<file path="config.mk">
export PLATFORM = sky130hd
export DESIGN_NAME = brmagu_agu
export DESIGN_NICKNAME = d
export VERILOG_FILES = /design/src/rtl/brmagu_pkg.sv /design/src/rtl/brmagu_agu.sv /design/src/rtl/brmagu_revadd.sv
export SDC_FILE = /design/constraint.sdc
export NUM_CORES = 1
export LEC_CHECK = 0
export ABC_AREA = 1
export BUFFER_PORTS_ARGS = -buffer_cell sky130_fd_sc_hd__buf_2
export CAP_MARGIN = 20
export CORE_UTILIZATION = 38
export DETAILED_ROUTE_END_ITERATION = 6
export PLACE_DENSITY_LB_ADDON = 0.12
export RECOVER_POWER = 25
export SYNTH_ARGS = -nofsm -noshare
export SYNTH_HDL_FRONTEND = slang
export SYNTH_SLANG_ARGS = --single-unit
</file>
<file path="constraint.sdc">
create_clock -name sys_clk -period 0.8 [get_ports sys_clk]
set_clock_uncertainty 0.2 [all_clocks]
set_input_delay 0.12 -clock sys_clk [delete_from_list [all_inputs] [get_ports sys_clk]]
set_output_delay 0.12 -clock sys_clk [all_outputs]
set_load 0.01 [all_outputs]
</file>
<file path="src/rtl/brmagu_pkg.sv">
package brmagu_pkg;

  localparam int unsigned ADDR_W      = 16;
  localparam int unsigned IDX_W       = 4;
  localparam int unsigned MOD_W       = 15;
  // pointer index reserved for the stack, never a bit-reversed pointer
  localparam logic [3:0]  STACK_IDX   = 4'hF;
  localparam logic [15:0] STEP_BYTE   = 16'h0001;
  localparam logic [15:0] STEP_WORD   = 16'h0002;
  localparam logic [15:0] ADDR_ZERO   = 16'h0000;

  typedef enum logic [2:0] {
    BRMAGU_MODE_IND,
    BRMAGU_MODE_POST_INC,
    BRMAGU_MODE_POST_DEC,
    BRMAGU_MODE_PRE_INC,
    BRMAGU_MODE_PRE_DEC,
    BRMAGU_MODE_OFFSET
  } brmagu_mode_t;

  typedef struct packed {
    logic [3:0]   ptr_idx;
    logic [15:0]  ptr_val;
    brmagu_mode_t mode;
    logic [15:0]  offset;
    logic         is_write;
    logic         is_byte;
    logic         x_space;
  } brmagu_req_t;

  typedef struct packed {
    logic [15:0]  addr;
    logic         wb_en;
    logic [3:0]   wb_idx;
    logic [15:0]  wb_val;
    logic         bitrev;
    logic         wrapped;
  } brmagu_res_t;

  // mirror the bit order of an address word
  function automatic logic [15:0] brmagu_rev16(input logic [15:0] v);
    logic [15:0] r;
    r = 16'h0000;
    for (int i = 0; i < 16; i++)
    begin
      r[i] = v[15 - i];
    end
    return r;
  endfunction : brmagu_rev16

endpackage : brmagu_pkg

</file>
<file path="src/rtl/brmagu_agu.sv">
`timescale 1ns/100ps
// How it works
// - modulo correction usable on any pointer register
// - wrap on crossing bound, not only equality
// - offset mode corrects access, leaves pointer alone
// - bit-reverse only for X-space writes
// - only the carry direction is reversed
// - needs select not 15, enable, pre/post-inc
// - 15-bit modifier, half the buffer size
// - word data assumed, modifier scaled to bytes
// - byte access or other mode gets normal address
// - add modifier with reversed carry, lsb clear
// - bit-reverse beats modulo on writes only
// - 16-entry buffer yields mirrored index sequence
module brmagu_agu
  import brmagu_pkg::*;
(
  input  wire logic              sys_clk,
  input  wire logic              arst_n,
  input  wire logic              req_valid,
  input  wire brmagu_req_t       req,
  input  wire logic              modulo_enable,
  input  wire logic [IDX_W-1:0]  modulo_ptr_select,
  input  wire logic [15:0]       modulo_start,
  input  wire logic [15:0]       modulo_end,
  input  wire logic              bitrev_enable,
  input  wire logic [IDX_W-1:0]  bitrev_pointer_select,
  input  wire logic [MOD_W-1:0]  bitrev_modifier,
  output logic                   res_valid,
  output brmagu_res_t            res
);

  logic        mode_inc;
  logic        mode_dec;
  logic        mode_pre;
  logic        go_up;
  logic        br_active;
  logic        mod_active;
  logic        wrap;
  logic [15:0] step;
  logic [15:0] upd;
  logic [15:0] mod_len;
  logic [15:0] corrected;
  logic [15:0] br_mod;
  logic [15:0] br_next;
  logic [15:0] nxt_addr;
  logic [15:0] nxt_wb_val;
  logic        nxt_wb_en;
  logic        res_valid_ff;
  brmagu_res_t res_ff;
  logic [15:0] chk_br_rsum;
  logic [15:0] chk_br_sum;

  // mode decode
  always_comb
  begin
    mode_inc = (req.mode == BRMAGU_MODE_POST_INC) ||
               (req.mode == BRMAGU_MODE_PRE_INC);
    mode_dec = (req.mode == BRMAGU_MODE_POST_DEC) ||
               (req.mode == BRMAGU_MODE_PRE_DEC);
    mode_pre = (req.mode == BRMAGU_MODE_PRE_INC) ||
               (req.mode == BRMAGU_MODE_PRE_DEC);
  end

  // bit-reverse qualification; the stack pointer can never take part
  always_comb
  begin
    br_active = req.x_space && req.is_write &&
                !req.is_byte &&
                bitrev_enable &&
                (bitrev_pointer_select != STACK_IDX) &&
                (req.ptr_idx == bitrev_pointer_select) &&
                mode_inc;
  end

  // modifier counts words, so shift once for byte addresses
  assign br_mod = {bitrev_modifier, 1'b0};

  brmagu_revadd u_revadd (
    .ptr      ({req.ptr_val[15:1], 1'b0}),
    .modifier (br_mod),
    .sum      (br_next)
  );

  // plain pointer update by mode
  always_comb
  begin
    step = req.is_byte ? STEP_BYTE : STEP_WORD;
    case (req.mode)
      BRMAGU_MODE_POST_INC, BRMAGU_MODE_PRE_INC: upd = req.ptr_val + step;
      BRMAGU_MODE_POST_DEC, BRMAGU_MODE_PRE_DEC: upd = req.ptr_val - step;
      BRMAGU_MODE_OFFSET:                        upd = req.ptr_val + req.offset;
      default:                                   upd = req.ptr_val;
    endcase
  end

  // modulo wrap: a magnitude compare so a step that jumps past a
  // bound is still pulled back; an equality test would miss it
  always_comb
  begin
    mod_active = modulo_enable &&
                 (req.ptr_idx == modulo_ptr_select) &&
                 !br_active;
    go_up   = mode_inc ||
              ((req.mode == BRMAGU_MODE_OFFSET) && !req.offset[15]);
    mod_len = modulo_end - modulo_start + STEP_BYTE;
    wrap    = 1'b0;
    if (mod_active && (mode_inc || mode_dec ||
                       (req.mode == BRMAGU_MODE_OFFSET)))
    begin
      if (go_up)
      begin
        wrap = (upd > modulo_end);
      end
      else
      begin
        wrap = (upd < modulo_start);
      end
    end
    if (!wrap)
    begin
      corrected = upd;
    end
    else if (go_up)
    begin
      corrected = upd - mod_len;
    end
    else
    begin
      corrected = upd + mod_len;
    end
  end

  // effective address and write-back selection
  always_comb
  begin
    nxt_wb_en = mode_inc || mode_dec;
    if (br_active)
    begin
      // mode offset ignored, lsb forced clear
      nxt_wb_val = {br_next[15:1], 1'b0};
      nxt_addr   = mode_pre ? {br_next[15:1], 1'b0} :
                              {req.ptr_val[15:1], 1'b0};
    end
    else
    begin
      nxt_wb_val = corrected;
      if (mode_pre || (req.mode == BRMAGU_MODE_OFFSET))
      begin
        nxt_addr = corrected;
      end
      else
      begin
        nxt_addr = req.ptr_val;
      end
    end
  end

  // result valid strobe
  always_ff @(posedge sys_clk or negedge arst_n)
  begin
    if (!arst_n)
    begin
      res_valid_ff <= 1'b0;
    end
    else
    begin
      res_valid_ff <= req_valid;
    end
  end

  // result word, cleared to a harmless idle value between requests
  always_ff @(posedge sys_clk or negedge arst_n)
  begin
    if (!arst_n)
    begin
      res_ff <= '0;
    end
    else if (req_valid)
    begin
      res_ff.addr    <= nxt_addr;
      res_ff.wb_en   <= nxt_wb_en;
      res_ff.wb_idx  <= req.ptr_idx;
      res_ff.wb_val  <= nxt_wb_val;
      res_ff.bitrev  <= br_active;
      res_ff.wrapped <= wrap;
    end
    else
    begin
      res_ff <= '0;
    end
  end

  assign res_valid = res_valid_ff;
  assign res       = res_ff;

  // checks
  AST_BR_LSB_CLEAR: assert property (@(posedge sys_clk) disable iff (!arst_n)
    res_valid && res.bitrev |-> !res.addr[0] && !res.wb_val[0])
    else $error("bit-reversed address has lsb set");

  AST_OFFSET_NO_WB: assert property (@(posedge sys_clk) disable iff (!arst_n)
    req_valid && req.mode == BRMAGU_MODE_OFFSET |=> !res.wb_en)
    else $error("offset mode wrote the pointer back");

  AST_READ_NO_BR: assert property (@(posedge sys_clk) disable iff (!arst_n)
    req_valid && (!req.is_write || !req.x_space) |=> !res.bitrev)
    else $error("bit reverse used off the write path");

  AST_STACK_NO_BR: assert property (@(posedge sys_clk) disable iff (!arst_n)
    req_valid && bitrev_pointer_select == STACK_IDX |=> !res.bitrev)
    else $error("bit reverse applied to stack pointer");

  AST_BYTE_NORMAL: assert property (@(posedge sys_clk) disable iff (!arst_n)
    req_valid && req.is_byte |=> !res.bitrev)
    else $error("byte access took bit-reversed address");

  // independent reversed-carry sum for the step check; the carry that runs
  // off the bottom of the buffer lands in bit 0, which must read as clear
  always_comb
  begin
    chk_br_rsum = brmagu_rev16({req.ptr_val[15:1], 1'b0}) +
                  brmagu_rev16({bitrev_modifier, 1'b0});
    chk_br_sum  = brmagu_rev16(chk_br_rsum) & 16'hFFFE;
  end

  AST_BR_STEP: assert property (@(posedge sys_clk) disable iff (!arst_n)
    req_valid && br_active |=> res.wb_en &&
      res.wb_val == $past(chk_br_sum))
    else $error("bit-reversed pointer step wrong");

  AST_BR_PRIO: assert property (@(posedge sys_clk) disable iff (!arst_n)
    res_valid && res.bitrev |-> !res.wrapped)
    else $error("modulo acted together with bit reverse");

  AST_WRAP_IN_RANGE: assert property (@(posedge sys_clk) disable iff (!arst_n)
    req_valid && wrap && !req.is_byte && (mode_inc || mode_dec) &&
    (modulo_end > modulo_start) &&
    (req.ptr_val >= modulo_start) && (req.ptr_val <= modulo_end) |=>
      res.wb_val >= $past(modulo_start) &&
      res.wb_val <= $past(modulo_end))
    else $error("wrapped pointer left the buffer");

  AST_PLAIN_POST_INC: assert property (@(posedge sys_clk) disable iff (!arst_n)
    req_valid && req.mode == BRMAGU_MODE_POST_INC && !br_active && !wrap |=>
      res.addr == $past(req.ptr_val) &&
      res.wb_val == $past(req.ptr_val) +
        ($past(req.is_byte) ? STEP_BYTE : STEP_WORD))
    else $error("plain post-increment wrong");

  COV_BR_WRITE: cover property (@(posedge sys_clk) disable iff (!arst_n)
    res_valid && res.bitrev);
  COV_MOD_WRAP: cover property (@(posedge sys_clk) disable iff (!arst_n)
    res_valid && res.wrapped && res.wb_en);
  COV_OFFSET_WRAP: cover property (@(posedge sys_clk) disable iff (!arst_n)
    res_valid && res.wrapped && !res.wb_en);
  COV_BR_BACK2BACK: cover property (@(posedge sys_clk) disable iff (!arst_n)
    res_valid && res.bitrev ##1 res_valid && res.bitrev);

endmodule : brmagu_agu

</file>
<file path="src/rtl/brmagu_revadd.sv">
`timescale 1ns/100ps
// adder whose carry runs from msb toward lsb
module brmagu_revadd
  import brmagu_pkg::*;
(
  input  wire logic [15:0] ptr,
  input  wire logic [15:0] modifier,
  output logic      [15:0] sum
);

  logic [15:0] rsum;

  // only the carry direction is reversed; ptr and result stay in normal order
  always_comb
  begin
    rsum = brmagu_rev16(ptr) + brmagu_rev16(modifier);
    sum  = brmagu_rev16(rsum);
  end

endmodule : brmagu_revadd

</file>
After elaboration in Yosys (flattened, before gate mapping). Index checks and enable logic that the tools add are counted.

Add/sub/neg operators: 8. Multiply operators: 0. Div/mod/pow operators: 0. Order comparisons: 2. Equality and inequality tests: 8. Shift-type cells: 0. Multiplexer cells: 11. Bitwise logic cells: 0. Reduce and logical (&&, ||, !) cells: 22.

Operator list (number): 16-bit 2-to-1 mux (6); 16-bit one-hot mux with 3 select lines (1); 39-bit 2-to-1 mux (1); 16-bit adder (2); 16-bit subtractor (2); 16-bit by 1-bit adder with 16-bit output, second input constant (1); 16-bit by 2-bit adder with 16-bit output (1); 16-bit > comparator (1); 16-bit < comparator (1); 16-bit by 2-bit subtractor with 16-bit output (1); 15-bit adder (1); 1-bit logical AND (10); 4-bit equality test (2); 1-bit logical OR (7); 3-bit by 2-bit equality test with 1-bit output, second input constant (2); 3-bit equality test, second input constant (2); 4-bit inequality test, second input constant (1); 2-bit OR reduction (2); 3-bit by 1-bit equality test with 1-bit output, second input constant (1); 1-bit zero test (3); 1-bit 2-to-1 mux (2); 2-bit 2-to-1 mux (1).

Register bits: 40. Bits in latches: 0. RAM bits: 0. Bits in read-only memories: 0. Input bits: 102. Output and inout bits: 40. Logic and storage cells: 58. Memories kept: 0.

Longest topological paths before layout.
Depth in word-level cells: 14. Mapped depth: 36. Depth with buffers taken out: 35.

Cells and area by module. A second synthesis with hierarchy kept.

Cell total of the unflattened synthesis: 1253. Area, all modules: 7517.2 um2.

By module, submodules not included: brmagu_agu (times used 1, cells each 1074, area an instance 6578.8 um2, seq. area each 1001.0 um2); brmagu_revadd (times used 1, cells each 179, area an instance 938.4 um2, seq. area each 0.0 um2).

Worst setup path after synthesis. No wires, ideal clock.

Kind: input to register. Start: in req[20] (netlist bit). End: reg res_ff, in the netlist res[24]. Setup time: 0.123 ns. Arrival: 3.766 ns. Required time: 0.477 ns. Slack: -3.289 ns. Cell stages on the path: 32. Buffers on the path: 2. Path through: inv_1 -> nand3_2 -> inv_1 -> clkbuf_1 -> nand2_1 -> nand2_1 -> ha_1 -> nand2_1 -> inv_1 -> a21oi_2 -> nand3_2 -> a21oi_1 -> o21bai_1 -> nand2_1 -> nand2_1 -> a21oi_1 -> xor2_1 -> nand2_1 -> o21ai_0 -> inv_1 -> ha_1 -> nand2_1 -> nor2_1 -> a211oi_1 -> nand3_2 -> a21oi_4 -> buf_4 -> nand3_1 -> nand3_1 -> nand2_1 -> nand2_1 -> nor2_1.

Word-level cells in the longest chain between the ends: 11. Elaborated cells on any way between the ends: 32. Classes of those cells: 2 x add/sub; 2 x order compare; 5 x eq/ne; 9 x mux; 14 x reduce/logical.

RTL lines: from (decl) (RTL line brmagu_agu.sv:21) `input wire brmagu_req_t req,`; parallel branches: the longest is 9 deep, another holds 16-bit < comparator; 16-bit 2-to-1 mux * (RTL line brmagu_agu.sv:138) `if (br_active)`; 39-bit 2-to-1 mux * (RTL line brmagu_agu.sv:179) `else if (req_valid)`; to (decl) (RTL line brmagu_agu.sv:50) `brmagu_res_t res_ff;`.

Every way passes the cells marked *.

Worst setup path after layout.
Start: in req[20] (netlist bit). End: reg res_ff, in the netlist res[38].

Same word-level chain as after synthesis.

==> results.cfg <==
[job]
cap_violations = 0

[clock_tree]
clock-sinks = 40
numCtsBuffers = 5
hold_buffers = 1
cts_tree = built
htree_levels = 2
clk_path_buf_depth = 2
path_clk_slew_ns = 0.06
cts-root-buf = clkbuf_16

[power_and_ir_drop]
p_int_w = 0.0103
comb_power_share_pct = 74.8
p_sw_w = 0.00793
leakagePower_nw = 6.41
p_clk_share_pct = 12.5
power_density_nw_per_um2 = 1600
ir_worst_vdd_uv = 1300
p_seq_share_pct = 12.7
switching_share_pct = 43.4
p_total_w = 0.0183

[yosys]
synthesis.area_sq_um = 6970
avgSynthCellArea_sq_um = 6.28
synth-seq-cells = 40
yosysWarnings = 0
synth_ff_type = dfrtp_1
syn_nets = 1315
synth-edff-count = 0
seq_area_frac_synth_pct = 14.4
synthArstFlopShare_pct = 100
synth_cells = 1110
ys_types = 46

[layout]
fill_cells = 1672
layout-drive-gt1-share_pct = 43.2
final_nets = 1741
antenna_cells = 0
area_growth_pct = 64.1

[grt]
grt_pass1_vias = 8012
grt.overflow.total = 0
grt_start_max_net_pins = 24
track_usage_pct = 25.9
antenna_found_initial = 0
grt_pass1_wl_mm = 38.5

[worst_setup_path]
crit_slowest_cell = ha_1
max_stage_delay_ns = 0.33
start_kind = input port
cp-endpoint = res[38]
end_kind = flop
critPathMostFrequentCell = nand2_1
worst-setup-path-type = input port to flop
startpoint = req[20]
worstPathMaxFanout = 7
worstPathArrival_ns = 3.82
crit_required_ns = 0.81

[drt]
drt_iter0_markers = 482
drc = 0
drtAntennaViolNets = 0
wl_per_cell_um = 14.0
vias = 8551
routed_wl_mm = 24.7
first_pass_iters = 4
vias_per_cell = 4.84

[run_status]
failed_checks = hold timing, setup timing
status = finished, violations left

[placed_design]
portBuffers = 141
hpwl_mm = 20.2
post-place-ws_ns = -3.54
place.gp.congestion = 0.921

[timing]
fmax_mhz = 263
final.min_clock_period_ns = 3.81
whs_ns = -0.0773
setup_slack_ns = -3.01
fin_crit_sh_pct = 476
worst_pin_slew_ns = 0.599
maxSlewViolCount = 0
slew_headroom_pct = 60.0
rsz0062_at_grt = yes
finalSetupViolations = 75
hold_viol_final = 4

[die]
ios = 142
die_x_um = 137
die_y_um = 137
dieArea_sq_um = 18900
start_util_pct = 38.8
num_rows = 49
core_sq_um = 18000

[worst_hold_path]
holdCritPathClass = input port to flop
[cells in the mapped netlist (all sizes together), types with 6 or more instances]
library cell / count / area share [%]
xnor2: 14 / 1.8
xor2: 38 / 4.9
ha: 99 / 18
nand3: 115 / 9.6
nor3: 7 / 0.50
buf: 7 / 0.72
nor2: 55 / 3.1
o21a: 6 / 0.65
a21oi: 88 / 6.6
o21bai: 12 / 1.3
dfrtp: 40 / 14
o21ai: 53 / 3.9
nand3b: 6 / 0.65
inv: 202 / 11
nand4: 13 / 1.2
nand2: 314 / 18
clkbuf: 12 / 0.65
[layer usage]
layer / GRT usage [%] / wire (um) / vias up
met3: 1.51 / 1010 / 28
met2: 45.2 / 11700 / 235
met1: 34.9 / 11500 / 3847
met4: 5.74 / 507 / 0
met5: 0 / 0 / -
li1: - / - / 4441
[stage by stage]
| step | util [%] | instances | setup TNS, ns | instance area, sq um |
|---|---|---|---|---|
| 2_1_floorplan | - | 1110 | -93.27 | 7200 |
| 3_3_place_gp | 55.8 | 1718 | -110.86 | 10000 |
| 3_5_place_dp | 55.8 | 1718 | -116.60 | 10000 |
| 4_1_cts | 60.2 | 1756 | -108.97 | 10800 |
| 5_1_grt | 63.6 | 1766 | -120.64 | 11400 |
| 6_report | 63.6 | 1766 | -109.78 | 11400 |
[worst max-delay path: cells and delay by family]
kind | cells | cell delay [ns]
buf+inv | 7 | 0.77
xor+xnor | 1 | 0.16
simple gates | 16 | 1.26
fa+ha+maj | 2 | 0.54
compound gates | 6 | 0.95
[sequential cells by signal, summed over array words and instances (netlist names)]
| name | count |
|---|---|
| res | 39 |
| res_valid | 1 |
[layout make-up]
cell class	count	area, sq um	share of cell area, %
Timing Repair Buffer	437	3190	27.9
Multi-Input combinational cell	850	6010	52.5
Sequential cell	40	1000	8.76
Clock inverter	2	35.0	0.307
Clock buffer	6	129	1.13
Inverter	202	785	6.86
Tap cell	229	287	2.51
[repair_timing]
item	CTS	global route
gates cloned	1	2
setup endpoints to repair	75	111
setup buffers	28	8
resized for setup	106	115
hold endpoints to repair	44	2
pin swaps	58	52
[how the worst min path moves through the flow]
stage               startpoint      end  slack [ns]  depth (start not counted)
finish                 req[38]  res[18]       -0.08                          4
global route           req[38]  res[18]       -0.04                          4
CTS                    req[38]  res[18]       -0.08                          4
detailed placement      arst_n  res[20]       -0.23                          1
global placement        arst_n  res[18]       -0.23                          1
floorplan               arst_n   res[0]       -0.38                          0
[cells by family (layout without fill, tap and decap cells)]
group,count (synthesis),after routing,share of synthesized area [%]
and+or+nand+nor,517,518,33.5
xor gates and xnor gates,52,52,6.65
DFF,40,40,14.4
adders and majority gates,103,103,18.9
buffers and inverters,221,647,12.2
AOI/OAI and AO/OA,177,177,14.3
[power by group through the flow]
stage                     logic, W  registers [W]  clock network [W]
after floorplan            0.00645        0.00244                  0
after global placement      0.0114        0.00233                  0
after detailed placement    0.0115        0.00233                  0
after CTS                   0.0125        0.00230            0.00228
after global routing        0.0151        0.00233            0.00238
final                       0.0137        0.00232            0.00228
[placed cells by master (no fill, tap or decap), drive strengths merged, types with 7 or more instances in the layout]
| master | n |
|---|---|
| clkbuf | 9 |
| dfrtp | 40 |
| xor2 | 38 |
| nand3 | 115 |
| o21ai | 53 |
| ha | 99 |
| nor2 | 55 |
| o21bai | 12 |
| nor3 | 7 |
| a21oi | 88 |
| nand4 | 13 |
| xnor2 | 14 |
| nand2 | 315 |
| inv | 202 |
| buf | 433 |
(Power assumes the default switching activity.)
